`config.mk`:
```
export PLATFORM = sky130hd
export DESIGN_NAME = sram_host_ctrl
export DESIGN_NICKNAME = d
export VERILOG_FILES = /design/src/verilog/sram_host_pkg.sv /design/src/verilog/sram_host_ctrl.sv
export SDC_FILE = /design/constraint.sdc
export NUM_CORES = 1
export LEC_CHECK = 0
export ABC_CLOCK_PERIOD_IN_PS = 4780
export BUFFER_PORTS_ARGS = -buffer_cell sky130_fd_sc_hd__buf_2
export CORE_ASPECT_RATIO = 0.9
export CORE_MARGIN = 4
export CORE_UTILIZATION = 50
export CTS_BUF_LIST = sky130_fd_sc_hd__clkbuf_8 sky130_fd_sc_hd__clkbuf_16
export DETAILED_ROUTE_END_ITERATION = 16
export MAX_ROUTING_LAYER = met4
export PLACE_DENSITY = 0.85
export REMOVE_ABC_BUFFERS = 1
export SETUP_SLACK_MARGIN = 0.05
export SLEW_MARGIN = 30
export SYNTH_ARGS = -nofsm -noshare
export SYNTH_HDL_FRONTEND = slang
export SYNTH_SLANG_ARGS = --single-unit
```
`constraint.sdc`:
```
create_clock -name i_clk -period 4.78 [get_ports i_clk]
set_input_delay 0.956 -clock i_clk [delete_from_list [all_inputs] [get_ports i_clk]]
set_output_delay 0.956 -clock i_clk [all_outputs]
set_load 0.01 [all_outputs]
```
`src/verilog/sram_host_pkg.sv`:
```
/*
 * Constants for the host-side controller of a 32K x 8 asynchronous static memory.
 * Assumes a 10 MHz system clock; all memory timing is met in whole cycles.
 */
package sram_host_pkg;
    localparam int ADDR_W = 15;
    localparam int DATA_W = 8;
    localparam int CLK_PERIOD_NS = 100;
    // Slowest-grade limits, in ns
    localparam int ADDR_VALID_TO_WRITE_END_NS = 85;
    localparam int WRITE_PULSE_MIN_NS = 55;
    localparam int STROBE_TO_OUTPUT_FLOAT_NS = 50;
    localparam int DATA_SETUP_TO_WRITE_END_NS = 70;
    localparam int SELECT_TO_WRITE_END_NS = 90;
    localparam int WRITE_RECOVERY_NS = 0;
    localparam int CYCLE_TIME_MIN_NS = 100;
    localparam int ADDR_ACCESS_NS = 100;
    // Pulse must cover float plus set-up when output enable may be low
    localparam int PULSE_NEED_NS = (WRITE_PULSE_MIN_NS > STROBE_TO_OUTPUT_FLOAT_NS
        + DATA_SETUP_TO_WRITE_END_NS) ? WRITE_PULSE_MIN_NS
        : STROBE_TO_OUTPUT_FLOAT_NS + DATA_SETUP_TO_WRITE_END_NS;
    localparam int WR_PULSE_CYC_I = (PULSE_NEED_NS + CLK_PERIOD_NS - 1) / CLK_PERIOD_NS;
    localparam int RD_ACCESS_CYC_I = (ADDR_ACCESS_NS + CLK_PERIOD_NS - 1) / CLK_PERIOD_NS;
    localparam int RECOV_CYC_I = (WRITE_RECOVERY_NS + CLK_PERIOD_NS - 1) / CLK_PERIOD_NS;
    localparam logic [3:0] WR_PULSE_CYC = 4'(WR_PULSE_CYC_I < 1 ? 1 : WR_PULSE_CYC_I);
    localparam logic [3:0] RD_ACCESS_CYC = 4'(RD_ACCESS_CYC_I < 1 ? 1 : RD_ACCESS_CYC_I);
    localparam logic [3:0] RECOV_CYC = 4'(RECOV_CYC_I < 1 ? 1 : RECOV_CYC_I);
    localparam logic [3:0] CNT_ONE = 4'h1;
    localparam logic [3:0] CNT_ZERO = 4'h0;
    localparam logic [ADDR_W-1:0] ADDR_RST = 15'h0000;
    localparam logic [DATA_W-1:0] DATA_RST = 8'h00;

    typedef enum logic [2:0] {
        ST_IDLE,
        ST_WR_SETUP,
        ST_WR_PULSE,
        ST_WR_RECOV,
        ST_RD_ACCESS,
        ST_RD_DONE
    } state_t;
endpackage

```
`src/verilog/sram_host_ctrl.sv`:
```
/*
 * Host controller driving an asynchronous 32K x 8 static memory through its pins.
 * A write taken on edge 0 (i_req high while o_ready is high) runs:
 *   edge 1: select and strobe fall together, data bus driven, output enable high
 *   edge 1 + WR_PULSE_CYC: select and strobe rise together
 *   next edge: data bus released and o_ready high again
 * Write recovery keeps address and data standing for one cycle after the strobe rises.
 * A read taken on edge 0 runs:
 *   edge 1: select and output enable fall, strobe stays high
 *   edge 1 + RD_ACCESS_CYC: access time spent, wait state entered
 *   edge 2 + RD_ACCESS_CYC: bus value held in the second synchroniser stage
 *   edge 3 + RD_ACCESS_CYC: read data registered, o_rvalid pulses, pins in standby
 * A request seen while o_ready is low is dropped; nothing shows for it.
 * Output enable stays high through writes, yet the pulse still covers float plus set-up.
 * Every pin comes straight from the state register.
 * The memory has no clock; all its timing is met by counting i_clk cycles.
 * Assumes the request side is on i_clk and the memory read data arrives asynchronously.
 * Assumes a 10 MHz clock, so every slowest-grade minimum fits in whole cycles.
 */
//
// Overview of operation
// RQ1: Address changes only while write strobe high.
// RQ2: Write happens while select and strobe low.
// RQ3: Address valid long before write end.
// RQ4: Address held after strobe rises.
// RQ5: Host releases data bus during write recovery; the code drives it through the recovery cycle and releases it as recovery ends.
// RQ6: Select falls with strobe; outputs stay floating.
// RQ7: Strobe pulse covers float plus set-up.
// RQ8: Output enable high allows minimum pulse.
// RQ9: Write strobe high during every read.
// RQ10: Address valid before select falls.
// RQ11: Address-controlled read needs no strobe toggle.
// RQ12: Write data valid before write end.
// RQ13: Select low long before write end.
// RQ14: Old read data held after address change.
// RQ15: Select high puts memory in standby.
// RQ16: Memory drives data only with output enable low.
`timescale 1ns/10ps
module sram_host_ctrl (
    input wire logic i_clk, // System clock, 10 MHz
    input wire logic i_sys_rst, // Asynchronous reset, active high
    input wire logic i_req, // Request pulse or level, taken when ready
    input wire logic i_we, // 1 write, 0 read
    input wire logic [14:0] i_addr, // Request address
    input wire logic [7:0] i_wdata, // Write data
    output logic o_ready, // Idle and able to take a request
    output logic o_rvalid, // One-cycle read data valid
    output logic [7:0] o_rdata, // Read data
    output logic [14:0] o_mem_addr, // Memory address pins
    output logic o_mem_sel_n, // Chip select, active low
    output logic o_mem_wr_n, // Write strobe, active low
    output logic o_mem_oe_n, // Output enable, active low
    output logic [7:0] o_mem_dq_o, // Data bus output value
    output logic o_mem_dq_oe, // Data bus drive enable, high drives
    input wire logic [7:0] i_mem_dq_i // Data bus input value
);

    typedef struct packed {
        sram_host_pkg::state_t st;
        logic [3:0] cnt;
        logic ready;
        logic rvalid;
        logic [7:0] rdata;
        logic [14:0] addr;
        logic sel_n;
        logic wr_n;
        logic oe_n;
        logic [7:0] dq_o;
        logic dq_oe;
        logic [7:0] sync1;
        logic [7:0] sync2;
    } ctrl_t;

    // Reset image: memory in standby, bus released, ready for a request
    localparam ctrl_t CTRL_RST = '{
        st: sram_host_pkg::ST_IDLE,
        cnt: sram_host_pkg::CNT_ZERO,
        ready: 1'b1,
        rvalid: 1'b0,
        rdata: sram_host_pkg::DATA_RST,
        addr: sram_host_pkg::ADDR_RST,
        sel_n: 1'b1,
        wr_n: 1'b1,
        oe_n: 1'b1,
        dq_o: sram_host_pkg::DATA_RST,
        dq_oe: 1'b0,
        sync1: sram_host_pkg::DATA_RST,
        sync2: sram_host_pkg::DATA_RST
    };

    ctrl_t s_r;
    ctrl_t s_nxt;
    logic cnt_last;
    logic cnt_spent;
    logic [3:0] cnt_dec;

    // Shared counter decodes for every timed state
    assign cnt_last = (s_r.cnt == sram_host_pkg::CNT_ONE);
    assign cnt_spent = (s_r.cnt == sram_host_pkg::CNT_ZERO);
    assign cnt_dec = s_r.cnt - sram_host_pkg::CNT_ONE;

    always_comb begin
        s_nxt = s_r;
        s_nxt.rvalid = 1'b0;
        // Both synchroniser stages shift every cycle; only the second is read
        s_nxt.sync1 = i_mem_dq_i;
        s_nxt.sync2 = s_r.sync1;

        unique case (s_r.st)
            sram_host_pkg::ST_IDLE: begin
                // Memory in standby; address moves only with strobe high
                s_nxt.sel_n = 1'b1; // [RQ15]
                s_nxt.wr_n = 1'b1; // [RQ1]
                s_nxt.oe_n = 1'b1;
                s_nxt.dq_oe = 1'b0;
                // Requests are taken only here, so a busy request is dropped
                if (i_req) begin
                    s_nxt.ready = 1'b0;
                    s_nxt.addr = i_addr; // [RQ1] [RQ10]
                    if (i_we) begin
                        s_nxt.dq_o = i_wdata;
                        s_nxt.st = sram_host_pkg::ST_WR_SETUP;
                    end else begin
                        s_nxt.cnt = sram_host_pkg::RD_ACCESS_CYC;
                        s_nxt.st = sram_host_pkg::ST_RD_ACCESS;
                    end
                end
            end

            sram_host_pkg::ST_WR_SETUP: begin
                // Address stable one cycle before strobe; select and strobe fall together
                s_nxt.sel_n = 1'b0; // [RQ6] [RQ13]
                s_nxt.wr_n = 1'b0; // [RQ2] [RQ3]
                s_nxt.oe_n = 1'b1; // [RQ8]
                s_nxt.dq_oe = 1'b1; // [RQ12]
                s_nxt.cnt = sram_host_pkg::WR_PULSE_CYC;
                s_nxt.st = sram_host_pkg::ST_WR_PULSE;
            end

            sram_host_pkg::ST_WR_PULSE: begin
                // Count out the strobe pulse
                if (cnt_last) begin
                    // Strobe and select rise together; address and data held one more cycle
                    s_nxt.sel_n = 1'b1; // [RQ2] [RQ7]
                    s_nxt.wr_n = 1'b1;
                    s_nxt.cnt = sram_host_pkg::RECOV_CYC;
                    s_nxt.st = sram_host_pkg::ST_WR_RECOV;
                end else begin
                    s_nxt.cnt = cnt_dec; // [RQ7]
                end
            end

            sram_host_pkg::ST_WR_RECOV: begin
                // Address and data stand through recovery; the bus is let go as it ends
                s_nxt.dq_oe = 1'b0; // [RQ5]
                if (cnt_last) begin
                    s_nxt.ready = 1'b1;
                    s_nxt.st = sram_host_pkg::ST_IDLE;
                end else begin
                    s_nxt.cnt = cnt_dec; // [RQ4]
                end
            end

            sram_host_pkg::ST_RD_ACCESS: begin
                // Address was set last cycle, before select falls
                s_nxt.sel_n = 1'b0; // [RQ10]
                s_nxt.oe_n = 1'b0; // [RQ16]
                s_nxt.wr_n = 1'b1; // [RQ9]
                s_nxt.dq_oe = 1'b0;
                if (cnt_spent) begin
                    s_nxt.st = sram_host_pkg::ST_RD_DONE;
                end else begin
                    s_nxt.cnt = cnt_dec;
                end
            end

            sram_host_pkg::ST_RD_DONE: begin
                // Wait two cycles for the synchroniser to carry settled data
                if (cnt_spent) begin
                    s_nxt.cnt = sram_host_pkg::CNT_ONE;
                end else begin
                    s_nxt.rdata = s_r.sync2; // [RQ11] [RQ14]
                    s_nxt.rvalid = 1'b1;
                    s_nxt.sel_n = 1'b1;
                    s_nxt.oe_n = 1'b1;
                    s_nxt.ready = 1'b1;
                    s_nxt.cnt = sram_host_pkg::CNT_ZERO;
                    s_nxt.st = sram_host_pkg::ST_IDLE;
                end
            end

            default: begin
                // Unused state code: park the pins and return to idle
                s_nxt.st = sram_host_pkg::ST_IDLE;
                s_nxt.cnt = sram_host_pkg::CNT_ZERO;
                s_nxt.ready = 1'b1;
                s_nxt.sel_n = 1'b1;
                s_nxt.wr_n = 1'b1;
                s_nxt.oe_n = 1'b1;
                s_nxt.dq_oe = 1'b0;
            end
        endcase
    end

    // Reset is asynchronous; every state bit returns to the standby image
    always_ff @(posedge i_clk or posedge i_sys_rst) begin
        if (i_sys_rst) begin
            s_r <= CTRL_RST;
        end else begin
            s_r <= s_nxt;
        end
    end

    // Pins come straight from the state register
    assign o_ready = s_r.ready;
    assign o_rvalid = s_r.rvalid;
    assign o_rdata = s_r.rdata;
    assign o_mem_addr = s_r.addr;
    assign o_mem_sel_n = s_r.sel_n;
    assign o_mem_wr_n = s_r.wr_n;
    assign o_mem_oe_n = s_r.oe_n;
    assign o_mem_dq_o = s_r.dq_o;
    assign o_mem_dq_oe = s_r.dq_oe;
endmodule

```
==> metrics.md, run 1 <==
| Metric | Value |
|---|---|
| CP Capture Type | flop |
| Grt total ovfl | 0 |
| CTS max path bufs | 2 |
| Total GRT Usage | 15.92% |
| Post-DP HPWL | 3186 µm |
| Most repeated cell in the gate-level netlist after synthesis | dfrtp_1 |
| Hold Buf Count CTS | 0 |
| Leading area contributor after synthesis | dfrtp_1 |
| Reg2reg start | s_r[57]$_DFFE_PP0P_ |
| Worst-path clk slew | 0.07 ns |
| Crit path max-delay cell type | nor3b_4 |
| Post-synth EDFFs | 0 |
| Yosys synthesis warning count | 0 |
| Flops & latches, synth | 60 |
| Fin. Hold Viols | 0 |
| Synth top area cells | dfrtp_1, mux2_2, buf_4 |
| Worst reg2reg path depth | 4 |
| Top cells by count, synth | dfrtp_1, buf_4, mux2_2, o21ai_0 |
| Synth Instances | 200 |
| VDD IR-drop max | 0.0004093 V |
| CORE AREA | 4925 µm² |
| CTS H-tree depth | 3 |
| Postcts setup bufs | 0 |
| Netlist cell types | 36 |
| P per Cell Area | 709.8 nW/µm² |
| Post-route DRC | 0 |
| Setup Skew | 0.008323 ns |
| 1st-pass router iterations | 4 |
| TNS Setup | 0 ns |
| Worst Path Arrival | 2.47 ns |
| Worst EP required | 4.99 ns |
| Top Ports | 72 |
| Critical-path cell list | or2_4 > nor3b_4 > nand2_4 > mux2_2 |
| Final Cycle Share | 47.08% |
| DRT iter0 DRCs | 70 |
| Worst rel slew slack | 42.36% |
| Final number of setup-violating endpoints | 0 |
| Via Count | 1601 |
| Area Overhead vs Synth | 16.92% |
| Count of pins over their slew limit | 0 |
| Reg2reg end | o_mem_dq_o[5]$_DFFE_PP0P_ |
| ANT nets after route | 0 |
| Startpoint types | flop |
| Post-CTS sizing | 0 |
| Status | complete, no violations |
| I/O Buffers | 71 |
| Worst slew pin tran | 0.8636 ns |
| Mean Syn Cell Area | 12.91 µm² |
| Min cycle time layout | 2.250 ns |
| Post-synth top flop | dfrtp_1 |
| Crit-path max FO | 17 |
| CTS tree | built |
| Synth top area share | 54.29% |
| Clock root buffer | clkbuf_8 |
| Worst setup margin | 2.530 ns |
| Sequential area share after synthesis | 58.36% |
| Hold Crit Class | flop to flop |
| Starting Density | 52.41% |
| Share of cells above drive strength 1 | 51.59% |
| CP Depth | 4 |
| Max Fclk | 444.4 MHz |
| Vias per cell | 5.050 |
| Avg WL per Cell | 14.25 µm |
| Antenna Cells | 0 |
| Worst path max stage delay | 0.74 ns |
| Die H | 76.16 µm |
| # nets final | 284 |
| # rows | 24 |
| Static Leak | 1.404 nW |
| Placer Congestion | 0.8706 |
| # Max-Cap Violations | 0 |
| Global-route wire length before repair | 7838 µm |
| Die ar. | 6377 µm² |
| Async SR Flop Fraction | 100.0% |
| Total CTS buffers | 9 |
| Horiz. Die Dim | 83.74 µm |
| Worst setup path endpoint | o_mem_dq_o[5]$_DFFE_PP0P_ |
| Worst path bufs/invs | 0 |
| Initial antenna violation count | 0 |
| Vias in the first global route | 1676 |
| Final wirelength | 4517 µm |
| Clock net sink count | 60 |
| Clk_lat worst skew | 0.33 ns |
| Largest net degree at the start of global routing | 61 |
| Hold slack | 0.3466 ns |
| RSZ-0062 raised after global routing | false |
| Mapped Area | 2581 µm² |
| DP Worst Slack | 2.327 ns |
| Crit path kind | flop to flop |
| Register-to-Register Setup Slack | 2.53 ns |
| Beginning of the critical path | s_r[57]$_DFFE_PP0P_ |
| CP delay by family, top | simple AND/OR/NAND/NOR gates |
worst min-delay path by stage:
stage / endpoint / cells after the start / start
CTS: s_r[2]$_DFF_PP0_ / 0 / s_nxt[2]$_DFF_PP0_
detailed placement: s_r[4]$_DFF_PP0_ / 0 / s_nxt[4]$_DFF_PP0_
finish: s_r[2]$_DFF_PP0_ / 0 / s_nxt[2]$_DFF_PP0_
global placement: s_r[1]$_DFF_PP0_ / 0 / s_nxt[1]$_DFF_PP0_
floorplan: s_r[0]$_DFF_PP0_ / 0 / s_nxt[0]$_DFF_PP0_
global route: s_r[2]$_DFF_PP0_ / 0 / s_nxt[2]$_DFF_PP0_
placed cells by master, fill, tap and decap left out, types with 2 or more instances in the layout:
master and count:
clkbuf_8 10, bufinv_16 3, a21oi_1 3, mux2_2 31, inv_1 5, o22ai_1 2
a32o_1 3, nand3_1 3, or3b_2 2, buf_2 71, dfrtp_1 56, a31oi_1 3
o21a_1 2, o211ai_1 2, nor2_1 6, dfstp_2 4, nor2b_1 6, nor3_1 3
ha_1 2, o21ai_0 10, nand2_1 5
per-stage QoR:
stage	cells	cell area, µm²	power, mW	utilization, %
2_1_floorplan	164	2325	1.324	-
3_3_place_gp	301	2769	1.572	56.22
3_5_place_dp	301	2769	1.599	56.22
4_1_cts	317	3018	2.165	61.28
5_1_grt	317	3018	2.286	61.28
6_report	317	3018	2.142	61.28
sequential cells by signal, summed over array words and instances (netlist names):
name and flops:
o_mem_addr 15, o_mem_dq_o 8, o_mem_dq_oe 1, o_mem_oe_n 1
o_mem_sel_n 1, o_mem_wr_n 1, o_rdata 8, o_ready 1
o_rvalid 1, s_nxt 8, s_r 15
cell families (layout without fill, tap and decap cells):
group | Yosys count | after routing | synth area share, %
fa+ha+maj | 3 | 3 | 1.357
compound gates | 31 | 31 | 8.047
mux | 31 | 31 | 13.52
buf+inv | 42 | 94 | 10.81
simple gates | 32 | 32 | 7.562
flops | 60 | 60 | 58.36
xor+xnor | 1 | 1 | 0.3394
routing by layer:
layer  global-route usage (%)  part of all wire, %
met2                    25.12                   48
met5                        -                    0
met4                    4.341                 0.89
met3                    6.811                  8.0
met1                    18.80                   43
layout make-up:
cell class | count | area [µm²]
clock buffers | 10 | 137.6
clock inverters | 6 | 111.4
fillers | 399 | 1907
inverters | 6 | 22.52
multi-input cells | 98 | 795.8
flip-flops and latches | 60 | 1506
well taps | 65 | 81.33
repair buffers | 72 | 362.8
where the power goes:
group / switching, mW / internal (mW) / total [mW]
clock network: 0.196 / 0.360 / 0.556
logic: 0.362 / 0.377 / 0.739
registers: 0.141 / 0.705 / 0.847
total: 0.699 / 1.44 / 2.14
(Power assumes the default switching activity.)
==> run 2: changes to the inputs <==
--- a/config.mk
+++ b/config.mk
@@ -5,15 +5,15 @@
 export SDC_FILE = /design/constraint.sdc
 export NUM_CORES = 1
 export LEC_CHECK = 0
-export ABC_CLOCK_PERIOD_IN_PS = 4780
+export ABC_CLOCK_PERIOD_IN_PS = 1900
 export BUFFER_PORTS_ARGS = -buffer_cell sky130_fd_sc_hd__buf_2
 export CORE_ASPECT_RATIO = 0.9
 export CORE_MARGIN = 4
-export CORE_UTILIZATION = 50
+export CORE_UTILIZATION = 46
 export CTS_BUF_LIST = sky130_fd_sc_hd__clkbuf_8 sky130_fd_sc_hd__clkbuf_16
 export DETAILED_ROUTE_END_ITERATION = 16
 export MAX_ROUTING_LAYER = met4
-export PLACE_DENSITY = 0.85
+export PLACE_DENSITY = 0.83
 export REMOVE_ABC_BUFFERS = 1
 export SETUP_SLACK_MARGIN = 0.05
 export SLEW_MARGIN = 30
==> constraint.sdc (replaced) <==
create_clock -name i_clk -period 1.9 [get_ports i_clk]
set_input_delay 0.38 -clock i_clk [delete_from_list [all_inputs] [get_ports i_clk]]
set_output_delay 0.38 -clock i_clk [all_outputs]
set_load 0.01 [all_outputs]
==> metrics.md, run 2 (synthesized netlist as in run 1, its figures left out) <==
| Metric | Value |
|---|---|
| Wl on met1 | 2035 µm |
| Die ar. | 6875 µm² |
| Total power | 5.721 mW |
| Worst EP required | 2.12 ns |
| Static Leak | 1.462 nW |
| Worst path max stage delay | 0.42 ns |
| Clock root buffer | clkbuf_8 |
| Crit path kind | flop to flop |
| DRT iter0 DRCs | 108 |
| Crit path max-delay cell type | or3b_4 |
| CORE AREA | 5349 µm² |
| Hold Crit Class | primary input to asynchronous set/reset pin |
| Final number of setup-violating endpoints | 0 |
| Final Cycle Share | 92.62% |
| Vias per cell | 5.091 |
| Die H | 79.07 µm |
| Count of pins over their slew limit | 0 |
| Worst rel slew slack | 69.09% |
| Hold Buf Count CTS | 0 |
| I/O Buffers | 71 |
| Grt total ovfl | 0 |
| Total GRT Usage | 16.36% |
| Worst Path Arrival | 1.98 ns |
| Fill cell count | 452 |
| Reg2reg start | s_r[53]$_DFFE_PP0P_ |
| Post-route DRC | 0 |
| Placer Congestion | 0.8551 |
| Max Fclk | 568.2 MHz |
| Most common cell after layout, fill and taps aside | buf_2 |
| Via Count | 1670 |
| CTS H-tree depth | 3 |
| Post-DP HPWL | 3535 µm |
| TNS Setup | 0 ns |
| Horiz. Die Dim | 86.96 µm |
| Global-route wire length before repair | 8349 µm |
| Reg area | 1506 µm² |
| Share of cells above drive strength 1 | 54.02% |
| # rows | 25 |
| Worst path bufs/invs | 1 |
| Worst slew pin tran | 0.4637 ns |
| Min cycle time layout | 1.760 ns |
| Avg WL per Cell | 15.05 µm |
| Commonest non-fill, non-tap cells in the layout | buf_2, dfrtp_1, mux2_2 |
| Final wirelength | 4937 µm |
| Register-to-Register Setup Slack | 0.14 ns |
| Initial antenna violation count | 0 |
| Critical-path cell list | buf_4 > ha_1 > or3b_4 > a31oi_1 > o21ai_0 > a32o_1 |
| Clk_lat worst skew | 0.34 ns |
| Dpl cells | 311 |
| Worst reg2reg path depth | 6 |
| Worst-path clk slew | 0.07 ns |
| Antenna Cells | 0 |
| ANT nets after route | 0 |
| DP Worst Slack | 0.01766 ns |
| Total CTS buffers | 9 |
| Setup Skew | 0.005714 ns |
| Multi-input gate area | 810.8 µm² |
| 1st-pass router iterations | 5 |
| Crit-path max FO | 5 |
| Beginning of the critical path | s_r[53]$_DFFE_PP0P_ |
| Status | complete, no violations |
| Vias in the first global route | 1731 |
| Top Ports | 72 |
| Highest Signal Layer | met4 |
| Worst setup margin | 0.1402 ns |
| RSZ-0062 raised after global routing | false |
| Final instance count without filler cells | 328 |
| P per Cell Area | 1822 nW/µm² |
| CTS max path bufs | 2 |
| Starting Density | 48.26% |
| # Max-Cap Violations | 0 |
| Met2 wire len | 2494 µm |
| Largest net degree at the start of global routing | 42 |
| CP delay by family, top | compound AO/OA/AOI/OAI gates |
| # nets final | 293 |
| CP Capture Type | flop |
| Finished Core Util | 58.69% |
| CP Depth | 6 |
| VDD IR-drop max | 0.0009068 V |
| Clock net sink count | 60 |
| Startpoint types | flop |
| Area Overhead vs Synth | 21.62% |
| Routed met3 length | 343 µm |
| Fin. Hold Viols | 0 |
| CTS tree | built |
==> run 2: cell count changes in the layout (fill, tap and decap cells not counted), sizes merged <==
cell,delta
buf,+9
bufinv,+1
clkinv,-2
clkinvlp,+1
==> run 2: final cells by class <==
class                   instances  share of cell area, %
clock buffers                  10                  4.384
clock inverters                 6                  4.305
inverters                       6                 0.7174
multi-input cells              98                  25.83
flip-flops and latches         60                  47.99
well taps                      67                  2.670
repair buffers                 81                  14.11
==> run 2: stage by stage <==
step	cell area, µm²	hold WS (ns)
2_1_floorplan	2325	0.3312
3_3_place_gp	2844	0.3331
3_5_place_dp	2844	0.3347
4_1_cts	3122	0.05049
5_1_grt	3139	0.06152
6_report	3139	0.03652
==> run 2: timing repair <==
action	in CTS	in global routing
cloned	0	0
gates resized for setup	1	4
setup endpoints to repair	8	14
buffers inserted	0	1
endpoints found under the hold margin	0	0
==> run 2: worst register-to-register path: cells and delay by family (launching register included) <==
family | cells | cell delay, ns
buf+inv | 1 | 0.12
flops | 1 | 0.37
compound gates | 3 | 0.57
simple gates | 1 | 0.42
fa+ha+maj | 1 | 0.17
==> run 2: worst paths after layout <==
| kind | to |
|---|---|
| min in group i_clk | s_nxt[1]$_DFF_PP0_ |
| min reg2reg | s_r[7]$_DFF_PP0_ |
| min | o_mem_addr[13]$_DFFE_PP0P_ |
| max in group asynchronous | o_mem_sel_n$_DFFE_PP1P_ |
| max reg2reg | s_r[54]$_DFFE_PP0P_ |
| max | s_r[54]$_DFFE_PP0P_ |
==> run 2: where the power goes <==
group | switching (mW) | leakage (nW) | total, mW | internal, mW
logic | 1.03 | 0.623 | 2.11 | 1.07
clock network | 0.507 | 0.129 | 1.55 | 1.04
registers | 0.292 | 0.711 | 2.07 | 1.78
==> run 2: metal layers <==
metal / track usage [%] / up-vias
li1: - / 781
met1: 19.89 / 823
met2: 25.19 / 56
met3: 6.432 / 10
met4: 4.984 / 0
met5: - / -
